===== src/hdl/lpmc_pkg.sv =====
package lpmc_pkg;

  // ********************
  // mode encodings
  // ********************
  typedef enum {
    LPMC_RUN,
    LPMC_SLEEP,
    LPMC_STOP_ENTER,
    LPMC_STOP,
    LPMC_STOP_WAKE,
    LPMC_STANDBY
  } lpmc_state_t;

  // ********************
  // widths and timing
  // ********************
  localparam int LPMC_EXT_LINES = 16;
  localparam int LPMC_WAKE_PINS = 2;
  localparam int LPMC_EVT_LINES = 23;
  localparam int LPMC_CLK_MHZ = 100;
  localparam int LPMC_REG_SETTLE_NS = 100;
  localparam int LPMC_REG_SETTLE_CYC = (LPMC_REG_SETTLE_NS * LPMC_CLK_MHZ + 999) / 1000;
  localparam logic [3:0] LPMC_SETTLE_INIT = 4'(LPMC_REG_SETTLE_CYC);

  // ********************
  // carriers
  // ********************
  typedef struct packed {
    logic core_clk_en;
    logic periph_clk_en;
    logic pll_en;
    logic fast_osc_en;
    logic crystal_osc_en;
    logic regulator_on;
    logic low_power_regulator_mode;
    logic core_domain_retain;
  } lpmc_power_t;

  typedef struct packed {
    logic fast_osc_grant;
    logic supply_reset;
    logic detector_irq;
  } lpmc_status_t;

  localparam lpmc_power_t LPMC_POWER_RUN = '{1'b1, 1'b1, 1'b1, 1'b1, 1'b1, 1'b1, 1'b0, 1'b1};

endpackage


===== src/hdl/lpmc_top.sv =====
`timescale 1ns/100ps
module lpmc_top (
  // clock and reset
  input wire logic clock_in,
  input wire logic rstn_in,
  // analog supervisors, active while supply is low, and the option bit that disables analog supervision
  input wire logic digital_supply_low_in,
  input wire logic analog_supply_low_in,
  input wire logic analog_supervise_disable_in,
  input wire logic detector_below_in,
  // detector configuration
  input wire logic detector_enable_in,
  input wire logic detector_irq_fall_in,
  input wire logic detector_irq_rise_in,
  input wire logic detector_irq_clear_in,
  // core request
  input wire logic wait_in,
  input wire logic deep_sleep_in,
  input wire logic deep_is_standby_in,
  input wire logic stop_low_power_reg_in,
  input wire logic core_irq_in,
  // wake sources
  input wire logic [lpmc_pkg::LPMC_EXT_LINES-1:0] ext_lines_in,
  input wire logic rtc_event_in,
  input wire logic serial_port_one_event_in,
  input wire logic i2c_port_one_event_in,
  input wire logic [1:0] analog_comparators_in,
  input wire logic cec_event_in,
  input wire logic [lpmc_pkg::LPMC_WAKE_PINS-1:0] wakeup_pin_in,
  input wire logic external_reset_pin_n_in,
  input wire logic independent_watchdog_reset_in,
  // fast oscillator requests from peripherals
  input wire logic fast_osc_req_in,
  // outputs
  output lpmc_pkg::lpmc_power_t power_out,
  output lpmc_pkg::lpmc_status_t status_out,
  output logic always_on_clk_en_out,
  output lpmc_pkg::lpmc_state_t mode_out
);

  // ********************
  // input synchronisers
  // ********************
  // every pin listed in raw crosses in one bundle, so all of them see the same two-cycle delay
  localparam int NSYNC = 8 + lpmc_pkg::LPMC_EXT_LINES + 2 + lpmc_pkg::LPMC_WAKE_PINS + 3;
  logic [NSYNC-1:0] raw;
  logic [NSYNC-1:0] syn;
  logic [lpmc_pkg::LPMC_EXT_LINES-1:0] ext_s;
  logic [lpmc_pkg::LPMC_WAKE_PINS-1:0] pin_s;
  logic [1:0] cmp_s;
  logic dig_low_s;
  logic ana_low_s;
  logic det_below_s;
  logic rtc_s;
  logic ser_s;
  logic i2c_s;
  logic cec_s;
  logic ext_rst_s;
  logic wdg_s;
  logic osc_req_s;
  logic ana_dis_s;

  // the reset pin is inverted ahead of the synchroniser so its reset value means no request
  assign raw = {
    // supply supervisors
    digital_supply_low_in,
    analog_supply_low_in,
    detector_below_in,
    // single wake lines
    rtc_event_in,
    serial_port_one_event_in,
    i2c_port_one_event_in,
    cec_event_in,
    ~external_reset_pin_n_in,
    // wake vectors
    ext_lines_in,
    analog_comparators_in,
    wakeup_pin_in,
    // watchdog, oscillator request and option bit
    independent_watchdog_reset_in,
    fast_osc_req_in,
    analog_supervise_disable_in
  };

  lpmc_sync #(.WIDTH(NSYNC)) u_sync (
    .clock_in(clock_in),
    .rstn_in(rstn_in),
    .async_in(raw),
    .sync_out(syn)
  );

  assign {dig_low_s, ana_low_s, det_below_s, rtc_s, ser_s, i2c_s, cec_s, ext_rst_s,
          ext_s, cmp_s, pin_s,
          wdg_s, osc_req_s, ana_dis_s} = syn;

  // ********************
  // supply-fall reset
  // ********************
  logic supply_reset;
  // left combinational so the reset request does not wait another register stage
  // analog supervision can be removed by the option bit
  assign supply_reset = dig_low_s | (ana_low_s & ~ana_dis_s);

  // ********************
  // edge detection
  // ********************
  function automatic logic rise(input logic now, input logic prev);
    return now & ~prev;
  endfunction

  logic det_prev_r;
  logic det_prev_nxt;
  logic [lpmc_pkg::LPMC_WAKE_PINS-1:0] pin_prev_r;
  logic [lpmc_pkg::LPMC_WAKE_PINS-1:0] pin_prev_nxt;
  logic [lpmc_pkg::LPMC_WAKE_PINS-1:0] pin_rise;

  genvar gi;
  generate
    for (gi = 0; gi < lpmc_pkg::LPMC_WAKE_PINS; gi++) begin : g_pin
      assign pin_rise[gi] = rise(pin_s[gi], pin_prev_r[gi]);
    end
  endgenerate

  // ********************
  // programmable supply detector
  // ********************
  logic det_irq_r;
  logic det_irq_nxt;
  logic det_fall;
  logic det_rise;

  // edges come from the synchronised level: a dip shorter than a clock may be missed
  assign det_fall = rise(det_below_s, det_prev_r);
  assign det_rise = rise(det_prev_r, det_below_s);

  always_comb begin
    det_prev_nxt = det_below_s;
    pin_prev_nxt = pin_s;
    det_irq_nxt = det_irq_r;
    // a clear on its own lowers the flag one cycle later
    if (detector_irq_clear_in) begin
      det_irq_nxt = 1'b0;
    end
    // set wins over a clear in the same cycle
    if (detector_enable_in && ((det_fall && detector_irq_fall_in) ||
        (det_rise && detector_irq_rise_in))) begin
      det_irq_nxt = 1'b1;
    end
    if (!detector_enable_in) begin
      det_irq_nxt = 1'b0;
    end
  end

  always_ff @(posedge clock_in or negedge rstn_in) begin
    if (!rstn_in) begin
      det_prev_r <= 1'b0;
      pin_prev_r <= '0;
      det_irq_r <= 1'b0;
    end else begin
      det_prev_r <= det_prev_nxt;
      pin_prev_r <= pin_prev_nxt;
      det_irq_r <= det_irq_nxt;
    end
  end

  // ********************
  // wake sources
  // ********************
  logic stop_wake;
  logic standby_wake;
  // detector output is one of the extended event lines, but only once it is enabled
  // levels, not edges: a source that stays high keeps the sequencer out of stop
  assign stop_wake = (|ext_s) | (det_below_s & detector_enable_in) | rtc_s | ser_s | i2c_s |
                     (|cmp_s) | cec_s;
  assign standby_wake = ext_rst_s | wdg_s | (|pin_rise) | rtc_s;

  // ********************
  // mode sequencer
  // ********************
  lpmc_pkg::lpmc_state_t state_r;
  lpmc_pkg::lpmc_state_t state_nxt;
  lpmc_pkg::lpmc_power_t power_r;
  lpmc_pkg::lpmc_power_t power_nxt;
  logic [3:0] settle_r;
  logic [3:0] settle_nxt;
  logic grant_r;
  logic grant_nxt;
  logic lp_sel_r;
  logic lp_sel_nxt;

  always_comb begin
    state_nxt = state_r;
    settle_nxt = settle_r;
    lp_sel_nxt = lp_sel_r;
    grant_nxt = 1'b0;
    power_nxt = lpmc_pkg::LPMC_POWER_RUN;
    case (state_r)
      lpmc_pkg::LPMC_RUN: begin
        if (wait_in && !core_irq_in) begin
          // sleep and standby gate at the same edge as the mode changes
          if (!deep_sleep_in) begin
            state_nxt = lpmc_pkg::LPMC_SLEEP;
            power_nxt.core_clk_en = 1'b0;
          end else if (deep_is_standby_in) begin
            state_nxt = lpmc_pkg::LPMC_STANDBY;
            power_nxt = '0;
          end else begin
            state_nxt = lpmc_pkg::LPMC_STOP_ENTER;
            // latched here so a late change of the bit cannot disturb a running stop
            lp_sel_nxt = stop_low_power_reg_in;
          end
        end
      end
      lpmc_pkg::LPMC_SLEEP: begin
        power_nxt.core_clk_en = 1'b0;
        if (core_irq_in || stop_wake) begin
          state_nxt = lpmc_pkg::LPMC_RUN;
          power_nxt.core_clk_en = 1'b1;
        end
      end
      lpmc_pkg::LPMC_STOP_ENTER, lpmc_pkg::LPMC_STOP: begin
        // all core-domain clocks and fast oscillators halt except a fast oscillator a peripheral requests, state retained
        power_nxt.core_clk_en = 1'b0;
        power_nxt.periph_clk_en = 1'b0;
        power_nxt.pll_en = 1'b0;
        power_nxt.fast_osc_en = 1'b0;
        power_nxt.crystal_osc_en = 1'b0;
        power_nxt.low_power_regulator_mode = lp_sel_r;
        state_nxt = lpmc_pkg::LPMC_STOP;
        if (stop_wake) begin
          state_nxt = lpmc_pkg::LPMC_STOP_WAKE;
          settle_nxt = lpmc_pkg::LPMC_SETTLE_INIT;
        end else if (osc_req_s) begin
          // regulator returns to normal before the clock goes out
          power_nxt.low_power_regulator_mode = 1'b0;
          // the grant waits until the registered regulator mode reads normal, one cycle if it was low-power, so the clock never meets a low-power supply
          if (!power_r.low_power_regulator_mode) begin
            power_nxt.fast_osc_en = 1'b1;
            grant_nxt = 1'b1;
          end
        end
      end
      lpmc_pkg::LPMC_STOP_WAKE: begin
        // core and peripheral clocks only return once the regulator has settled in main mode; PLL and oscillators restart at once
        power_nxt.core_clk_en = 1'b0;
        power_nxt.periph_clk_en = 1'b0;
        // holds at zero so the counter never wraps
        if (settle_r != 4'h0) begin
          settle_nxt = settle_r - 4'h1;
        end
        if (settle_r == 4'h0) begin
          state_nxt = lpmc_pkg::LPMC_RUN;
          power_nxt = lpmc_pkg::LPMC_POWER_RUN;
        end
      end
      lpmc_pkg::LPMC_STANDBY: begin
        // held at zero for the whole stay; only the wake logic stays powered
        power_nxt = '0;
        if (standby_wake) begin
          // leaving standby is a full restart of the core domain
          state_nxt = lpmc_pkg::LPMC_RUN;
          power_nxt = lpmc_pkg::LPMC_POWER_RUN;
        end
      end
      default: begin
        state_nxt = lpmc_pkg::LPMC_RUN;
      end
    endcase
    if (supply_reset) begin
      state_nxt = lpmc_pkg::LPMC_RUN;
      power_nxt = lpmc_pkg::LPMC_POWER_RUN;
      grant_nxt = 1'b0;
    end
  end

  always_ff @(posedge clock_in or negedge rstn_in) begin
    if (!rstn_in) begin
      state_r <= lpmc_pkg::LPMC_RUN;
      power_r <= lpmc_pkg::LPMC_POWER_RUN;
      settle_r <= 4'h0;
      grant_r <= 1'b0;
      lp_sel_r <= 1'b0;
    end else begin
      state_r <= state_nxt;
      power_r <= power_nxt;
      settle_r <= settle_nxt;
      grant_r <= grant_nxt;
      lp_sel_r <= lp_sel_nxt;
    end
  end

  // ********************
  // outputs
  // ********************
  assign power_out = power_r;
  assign status_out = '{grant_r, supply_reset, det_irq_r};
  assign always_on_clk_en_out = 1'b1;
  // straight from the state register, so a watcher never sees a decode glitch
  assign mode_out = state_r;

endmodule


===== src/hdl/lpmc_sync.sv =====
`timescale 1ns/100ps
module lpmc_sync #(
  parameter int WIDTH = 1
) (
  // clock and reset
  input wire logic clock_in,
  input wire logic rstn_in,
  // data
  input wire logic [WIDTH-1:0] async_in,
  output logic [WIDTH-1:0] sync_out
);

  logic [WIDTH-1:0] meta_r;
  logic [WIDTH-1:0] sync_r;

  // ********************
  // two-stage synchroniser
  // ********************
  always_ff @(posedge clock_in or negedge rstn_in) begin
    if (!rstn_in) begin
      meta_r <= '0;
      sync_r <= '0;
    end else begin
      meta_r <= async_in;
      sync_r <= meta_r;
    end
  end

  assign sync_out = sync_r;

endmodule


===== config.mk =====
export PLATFORM = sky130hd
export DESIGN_NAME = lpmc_top
export DESIGN_NICKNAME = d
export VERILOG_FILES = /design/src/hdl/lpmc_pkg.sv /design/src/hdl/lpmc_top.sv /design/src/hdl/lpmc_sync.sv
export SDC_FILE = /design/constraint.sdc
export NUM_CORES = 1
export LEC_CHECK = 0
export BUFFER_PORTS_ARGS = -buffer_cell sky130_fd_sc_hd__buf_2
export CORE_MARGIN = 5
export CORE_UTILIZATION = 45
export DETAILED_ROUTE_END_ITERATION = 10
export PLACE_DENSITY = 0.69
export SYNTH_ARGS = -nofsm -noshare
export SYNTH_HDL_FRONTEND = slang
export SYNTH_SLANG_ARGS = --single-unit

===== constraint.sdc =====
create_clock -name clock_in -period 3 [get_ports clock_in]
set_input_delay 0.45 -clock clock_in [delete_from_list [all_inputs] [get_ports clock_in]]
set_output_delay 0.45 -clock clock_in [all_outputs]
set_load 0.1 [all_outputs]

After elaboration in Yosys (flattened, before gate mapping)
Cells that the tools add are included.
{"block": "totals", "word_cells": 106, "output_inout_bits": 44, "register_bits": 112, "inputBits": 42}
{"block": "op_classes", "bitwise": 23, "n_reduce_logical": 18, "eq_ne": 12, "n_addsub": 1, "n_mux": 35}
{"cell": "$mux 32", "count": 6}
{"cell": "$pmux 32 s5", "count": 1}
{"cell": "$eq 32x2->1 const B", "count": 2}
{"cell": "$eq 32x3->1 const B", "count": 2}
{"cell": "$mux 8", "count": 5}
{"cell": "$eq 32x1->1 const B", "count": 1}
{"cell": "$logic_not 32->1", "count": 1}
{"cell": "$pmux 4 s4", "count": 1}
{"cell": "$reduce_or 16->1", "count": 1}
{"cell": "$mux 1", "count": 12}
{"cell": "$ne 3x3->1 const B", "count": 4}
{"cell": "$or 1x1->1", "count": 10}
{"cell": "$mux 4", "count": 2}
{"cell": "$pmux 4 s2", "count": 1}
{"cell": "$reduce_and 4->1", "count": 2}
{"cell": "$mux 7", "count": 1}
{"cell": "$not 1->1", "count": 7}
{"cell": "$and 1x1->1", "count": 6}
{"cell": "$mux 3", "count": 2}
{"cell": "$pmux 1 s3", "count": 2}
{"cell": "$reduce_or 2->1", "count": 3}
{"cell": "$pmux 1 s5", "count": 1}
{"cell": "$logic_and 1x1->1", "count": 4}
{"cell": "$logic_not 4->1", "count": 1}
{"cell": "9 further kinds", "count": 11}

Depth between registers and ports, before layout
Gate-level depths: netlist of the first run.
{"block": "depth", "word_depth": 11, "depth_mapped": 6, "ltp_nobuf": 6}

By module
A second synthesis of the first run with hierarchy kept.
{"block": "unflattened", "hier_cells": 208, "area_unflattened_um2": 2849.0}
{"mod": "lpmc_sync", "cells_per_inst": 62, "instances": 1, "area_per_inst_um2": 1551.5, "seq_area_each_um2": 1551.5}
{"mod": "lpmc_top", "cells_per_inst": 146, "instances": 1, "area_per_inst_um2": 1297.5, "seq_area_each_um2": 481.7}

Worst setup path after synthesis of the first run
No wires, ideal clock.
{"block": "synth_path", "path_type": "reg2reg", "startpoint": "reg state_r[1] (netlist: mode_out[1])", "endpoint": "reg settle_r[3]", "path_stages_with_launch": 6, "arrival_time_ns": 2.030, "n_path_buf": 1, "period_less_slack_ns": 2.158, "setup_slack_ns": 0.842, "path_cell_list": "dfrtp_1 > buf_6 > or3b_4 > or4_4 > mux2i_1 > o21ai_1"}
{"block": "synth_between", "elab_chain_cells": 4, "elab_cells_between_ends": 9}
{"item": "from (decl)", "line": "lpmc_top.sv:180", "text": "lpmc_pkg::lpmc_state_t state_r;"}
{"item": "from (signal assigned)", "line": "lpmc_top.sv:278", "text": "state_r <= lpmc_pkg::LPMC_RUN;"}
{"item": "from (signal assigned)", "line": "lpmc_top.sv:284", "text": "state_r <= state_nxt;"}
{"item": "$eq 32x2->1", "line": "lpmc_top.sv:197", "text": "case (state_r)"}
{"item": "$reduce_or 2->1", "line": "lpmc_top.sv:197"}
{"item": "$ne 2x2->1 (no source line) / $reduce_bool 2->1 (equally long branches)"}
{"item": "$reduce_and 3->1 (no source line)"}
{"item": "to (signal assigned)", "line": "lpmc_top.sv:286", "text": "settle_r <= settle_nxt;"}
{"item": "to (decl)", "line": "lpmc_top.sv:184", "text": "logic [3:0] settle_r;"}
Parallel ways exist; a longest one is shown, timed or not.
A chain may end at the register's enable or synchronous reset.

Final worst setup path of the first run
{"block": "layout_path", "startpoint": "reg settle_r[0]", "endpoint": "reg state_r[0] (netlist: mode_out[0])"}
{"block": "layout_between", "elab_chain_cells": 3}
{"item": "$logic_not 4->1", "line": "lpmc_top.sv:251", "text": "if (settle_r == 4'h0) begin"}
{"item": "$ne 3x3->1 (no source line)"}
{"item": "$reduce_and 4->1 (no source line)"}
Every way passes these cells.

==> run summary, run 1 <==
DR vias = 1,547
LEAKAGE = 0.00157 uW
Synthesized flop and latch total = 81
Max_cap viols = 0
Worst-path fanout max = 5
Pwr Total = 2460 uW
Num CTS Buffers = 9
Endpoint class of the critical path = flop
WL met3 = 358 um
Distinct cell type count after synthesis = 51
Max VDD drop = 488 uV
Worst-margin pin slew = 952 ps
Clock Path Buffers = 2
Hold buffers post-CTS = 0
Crit-path cells = inv_1 > ha_1 > nor3b_2 > a2bb2oi_1 > o21ai_2 > o311a_1
Clock power frac = 0.311
Row Count = 29
Avg Cell Area, Syn = 14.1 um2
Comb power frac = 0.189
Worst clock skew = 6.46 ps
CP max stage delay = 420 ps
First-pass GRT wire length = 6.99 mm
Core box area = 6350 um2
HP Class = in2reg
NetSw = 763 uW
CTS tree = built
Initial Util = 0.461
Clk root buf = clkbuf_8
Die Span Y = 90.6 um
Clock latency on the worst-skew pair = 340 ps
Critical path class = reg2reg
Switching share of total power = 0.310
Met2 routed wirelength = 1.98 mm
FF+latch area = 2030 um2
Register area share after synthesis = 0.695
Number of port buffers = 55
DRC Markers = 0
Hold_ws = 213 ps
Post_cts resized = 0
Post-synth EDFFs = 0
DP Cell Count = 329
Area contributors post-synth = dfrtp_1, buf_4, dfstp_2, nor4_2, inv_1
Min Tclk post-route = 1960 ps
Clock-pin slew on the worst setup and hold paths = 80 ps
Rel. slew slack = 0.365
Buffers & Inverters on Critical Path = 1
Synth area leader = dfrtp_1
FMAX = 509 MHz
Nets = 306
CP Depth = 6
ANT nets after route = 0
Worst Hold Depth = 1
Sequential Power Share = 0.500
Die ar. = 8220 um2
Drt first pass iters = 4
Critical Path Slowest Stage Cell = dfrtp_1
Post-DP HPWL = 3.12 mm
FF-to-FF path depth = 6
Largest net degree at the start of global routing = 82
Status = finished clean
Crit path DAT = 2180 ps
Final hold viol count = 0
RSZ-0062 raised after global routing = false
Initial antenna violation count = 0
Pins Over Slew Limit = 0
Max layer used = met4
# setup viols final = 0
Post-synth top cells = dfrtp_1, buf_4, inv_1
Total Wirelength = 4.37 mm
M1 WL = 1.95 mm
Syn Inst Count = 207
Area fraction of the dominant cell type after synthesis = 0.650
P per Cell Area = 741 nW/um2
H-tree depth = 3
Aggregate global-route resource usage = 0.111
Layout area overhead = 13.4%
Synthesized cell area = 2930 um2
Initial DRC count = 52
Pint = 1700 uW
Grt ovf = 0
Critical path startpoint category = flop
Crit-path leading delay family = compound AO/OA/AOI/OAI gates
Setup TNS = 0 ps
Cell Count, Final, Fillers Out = 345
Vias/cell = 4.48
Multi-input logic area = 681 um2
RD Place Congestion = 0.795
Cell with the most instances after synthesis = dfrtp_1
Final worst-path cycle share = 0.655
Clock Sink Count = 81
Die Span X = 90.6 um
Fill cells = 557
Worst path required time = 3220 ps
I/O Pins = 86
Routed len/inst = 12.7 um
Ant. Diodes = 0
Vias in the first global route = 1,468
Layout cell share with drive strength beyond 1 = 0.328
Setup bufs post-CTS = 0
Async S/R FF share, synth = 1.00
Yosys synthesis warning count = 0
Synth Flop Type = dfrtp_1
-- through the flow --
| stage | cell area, um2 | utilization | setup WS, ps |
|---|---|---|---|
| floorplan | 3030 | - | 842 |
| global placement | 3120 | 0.492 | 1140 |
| detailed placement | 3120 | 0.492 | 1070 |
| CTS | 3320 | 0.523 | 1040 |
| global route | 3320 | 0.523 | 894 |
| finish | 3320 | 0.523 | 1040 |
-- power groups by stage --
stage / sequential, uW / clock (uW) / combinational (uW)
detailed placement: 1250 / 0 / 464
global route: 1240 / 845 / 494
finish: 1230 / 765 / 464
CTS: 1230 / 793 / 466
floorplan: 1300 / 0 / 360
global placement: 1250 / 0 / 459
-- worst reg2reg max path: cells and delay by family, from the launching register on --
family | cells | cell delay, ps
simple gates | 1 | 370
flops | 1 | 420
fa+ha+maj | 1 | 190
compound gates | 3 | 790
buf+inv | 1 | 80
-- worst paths after layout --
| kind | from | endpoint | slack (ps) |
|---|---|---|---|
| min in group asynchronous | rstn_in | u_sync.meta_r[2] | 250 |
| max in group asynchronous | rstn_in | mode_out[1] | 2120 |
| worst max-delay path | settle_r[0] | mode_out[0] | 1040 |
| worst min register to register | u_sync.meta_r[21] | u_sync.sync_out[21] | 350 |
| worst max register to register | settle_r[0] | mode_out[0] | 1040 |
| worst min-delay path | detector_below_in | u_sync.meta_r[28] | 210 |
-- layer usage --
layer	GRT usage	vias up
li1	-	748
met1	0.143	735
met2	0.159	59
met3	0.0475	5
met4	0.0596	0
met5	0	-
-- sequential cells by signal, indices dropped and copies added, names as in the netlist --
| signal | cells |
|---|---|
| det_irq_r | 1 |
| det_prev_r | 1 |
| pin_prev_r | 2 |
| lp_sel_r | 1 |
| mode_out | 3 |
| u_sync.sync_out | 31 |
| power_out | 6 |
| u_sync.meta_r | 31 |
| settle_r | 4 |
| grant_r | 1 |
-- cell type report --
| class | count | area share |
|---|---|---|
| Clock inverter | 4 | 0.0158 |
| Sequential cell | 81 | 0.613 |
| Timing Repair Buffer | 55 | 0.0837 |
| Tap cell | 77 | 0.0290 |
| Inverter | 9 | 0.0102 |
| Multi-Input combinational cell | 107 | 0.205 |
| Clock buffer | 12 | 0.0437 |
-- kinds of logic after synthesis --
| group | synth area share |
|---|---|
| AOI/OAI and AO/OA | 0.0693 |
| xor gates and xnor gates | 0.00299 |
| adders and majority gates | 0.00427 |
| buffers and inverters | 0.109 |
| DFF | 0.695 |
| muxes | 0.0145 |
| other | 0.00257 |
| and+or+nand+nor | 0.103 |
-- placed cells by master, fill, tap and decap left out, types with 2 or more instances in the layout --
master / count
nand3b_1: 4
inv_1: 9
mux2i_1: 2
nand4_1: 2
a21oi_1: 4
o21ai_0: 2
dfstp_2: 5
conb_1: 30
dfrtp_1: 76
buf_2: 54
nand3_1: 2
o21a_1: 2
nor4_2: 4
nor2b_1: 3
clkbuf_8: 10
nor3_1: 4
o31a_1: 2
nor2_1: 6
nor4_1: 2
clkbuf_1: 2
nand2_1: 6
mux2_2: 2
clkinv_4: 2
or3_1: 2
(Power assumes the default switching activity.)
==> inputs of run 2 (changes only) <==
==> constraint.sdc (replaced) <==
create_clock -name clock_in -period 1.98 [get_ports clock_in]
set_input_delay 0.297 -clock clock_in [delete_from_list [all_inputs] [get_ports clock_in]]
set_output_delay 0.297 -clock clock_in [all_outputs]
set_load 0.1 [all_outputs]
==> run 2 against run 1 <==
Hold slack worse by 150 ps. Sequential power up 52%. Clock power up 66%. Register-to-register slack got worse by 840 ps. Via count rose by 3.4%. Non-clock buffer count rose by 5. Setup slack got worse by 850 ps. Total power increased by 57%. Highest routed layer unchanged.
==> run summary, run 2 (synthesized netlist as in run 1, its figures left out) <==
Setup TNS = 0 ps (unchanged)
Most frequent cells in the layout = dfrtp_1, buf_2, conb_1
Rel. slew slack = 0.658 (+0.293)
Critical path startpoint category = flop
Fill cells = 533 (-4.3%)
Sequential Power Share = 0.485 (-0.015)
Switching share of total power = 0.305 (-0.00582)
Total Wirelength = 4.51 mm (+3.2%)
Ant. Diodes = 0 (unchanged)
Final instance area = 3400 um2 (+2.3%)
DRC Markers = 0 (unchanged)
Crit-path leading delay family = buffers and inverters
Clock Sink Count = 81 (unchanged)
Comb power frac = 0.186 (-0.003)
Post-Route Utilization = 0.535 (+0.0120)
Aggregate global-route resource usage = 0.124 (+0.0121)
Clock power frac = 0.329 (+0.018)
Crit-path cells = inv_1 > a21oi_1 > inv_1 > buf_2
Vias/cell = 4.57 (+1.9%)
Setup bufs post-CTS = 0 (unchanged)
Worst clock skew = 13.3 ps (+6.86 ps)
Min Tclk post-route = 1800 ps
HP Class = in2reg
Largest net degree at the start of global routing = 42 (-49%)
Initial antenna violation count = 0 (unchanged)
Pint = 2680 uW (+58%)
Endpoint class of the critical path = output pin
Number of port buffers = 55 (unchanged)
Row Count = 29 (unchanged)
Layout cell share with drive strength beyond 1 = 0.352 (+0.0233)
Pins Over Slew Limit = 0 (unchanged)
ANT nets after route = 0 (unchanged)
Clock latency on the worst-skew pair = 340 ps (about the same)
Layout area overhead = 16.0%
Num CTS Buffers = 9 (unchanged)
Core box area = 6350 um2 (unchanged)
RSZ-0062 raised after global routing = false
Clk root buf = clkbuf_8
Grt ovf = 0 (unchanged)
H-tree depth = 3 (unchanged)
Routed len/inst = 12.9 um (+1.7%)
Layer with the highest usage = met2
Max VDD drop = 856 uV (+75%)
Crit path DAT = 1500 ps (-680 ps)
Placed cell area = 3170 um2 (+1.5%)
I/O Pins = 86 (unchanged)
Worst-path fanout max = 3 (-2)
P per Cell Area = 1130 nW/um2 (+53%)
Clock Path Buffers = 2 (unchanged)
Initial Util = 0.461 (unchanged)
CTS tree = built
FMAX = 556 MHz
Post-DP HPWL = 3.38 mm (+8.3%)
Drt first pass iters = 4 (unchanged)
Die Span Y = 90.6 um (unchanged)
Pwr Total = 3850 uW (+57%)
NetSw = 1170 uW (+54%)
RD Place Congestion = 0.828 (+4.2%)
GR Util met2 = 0.187 (+0.0278)
LEAKAGE = 0.00160 uW (+2.0%)
GR Util met1 = 0.158 (+0.0151)
Commonest non-fill, non-tap cell in the layout = dfrtp_1
DR vias = 1,599 (+3.4%)
Final worst-path cycle share = 0.908
Worst-margin pin slew = 513 ps (-439 ps)
Status = finished clean
Worst path required time = 1680 ps (-1540 ps)
Final hold viol count = 0 (unchanged)
Critical Path Slowest Stage Cell = buf_2
Vias in the first global route = 1,709 (+16%)
# setup viols final = 0 (unchanged)
Most frequent CP cell = inv_1
Die ar. = 8220 um2 (unchanged)
First-pass GRT wire length = 7.98 mm (+14%)
CP max stage delay = 450 ps (+30 ps)
Die Span X = 90.6 um (unchanged)
GR Layer Usage met3 = 0.0358 (-0.0117)
Max_cap viols = 0 (unchanged)
Critical path class = reg2out
Clock-pin slew on the worst setup and hold paths = 80 ps (about the same)
Nets = 311 (+1.6%)
Buffers & Inverters on Critical Path = 3 (+2)
Initial DRC count = 34 (-35%)
==> run 2: per-layer routing <==
layer,part of all wire,vias to the layer above
met3,0.079,8
met1,0.40,766
met4,0.019,0
met2,0.50,63
li1,-,762
met5,0,-
==> run 2: repair_timing <==
action	in CTS	in global routing
resized for setup	0	0
hold endpoints to repair	34	0
hold buffers	1	0
==> run 2: worst paths after layout <==
kind                                      from             endpoint  cells past startpoint  slack [ps]
max reg2reg                u_sync.sync_out[13]          mode_out[1]                      4         200
min reg2reg                  u_sync.meta_r[22]  u_sync.sync_out[22]                      0         350
max                         u_sync.sync_out[0]        status_out[1]                      4         180
min                            ext_lines_in[2]     u_sync.meta_r[9]                      1          60
max in group asynchronous              rstn_in    u_sync.meta_r[15]                      3         940
min in group asynchronous              rstn_in     u_sync.meta_r[2]                      2         470
==> run 2: metrics by stage <==
stage                     setup slack, ps  hold slack (ps)  instances
final                                 182             58.4        350
after global routing                 27.1             36.3        350
after CTS                             172             42.0        350
after detailed placement              219              308        333
after global placement                236              306        333
after floorplan                      31.9             1.41        235
==> run 2: cell type report <==
class | count | area (um2) | area share
flip-flops and latches | 81 | 2040 | 0.600
inverters | 9 | 33.8 | 0.00995
clock buffers | 10 | 128 | 0.0376
clock inverters | 6 | 90.1 | 0.0265
multi-input cells | 107 | 681 | 0.200
well taps | 77 | 96.3 | 0.0284
repair buffers | 60 | 330 | 0.0973
==> run 2: power groups by stage <==
| stage | combinational, uW | clock (uW) | sequential, uW |
|---|---|---|---|
| finish | 716 | 1270 | 1870 |
| global route | 769 | 1390 | 1890 |
| CTS | 719 | 1310 | 1870 |
| detailed placement | 717 | 0 | 1900 |
| global placement | 710 | 0 | 1890 |
| floorplan | 545 | 0 | 1970 |
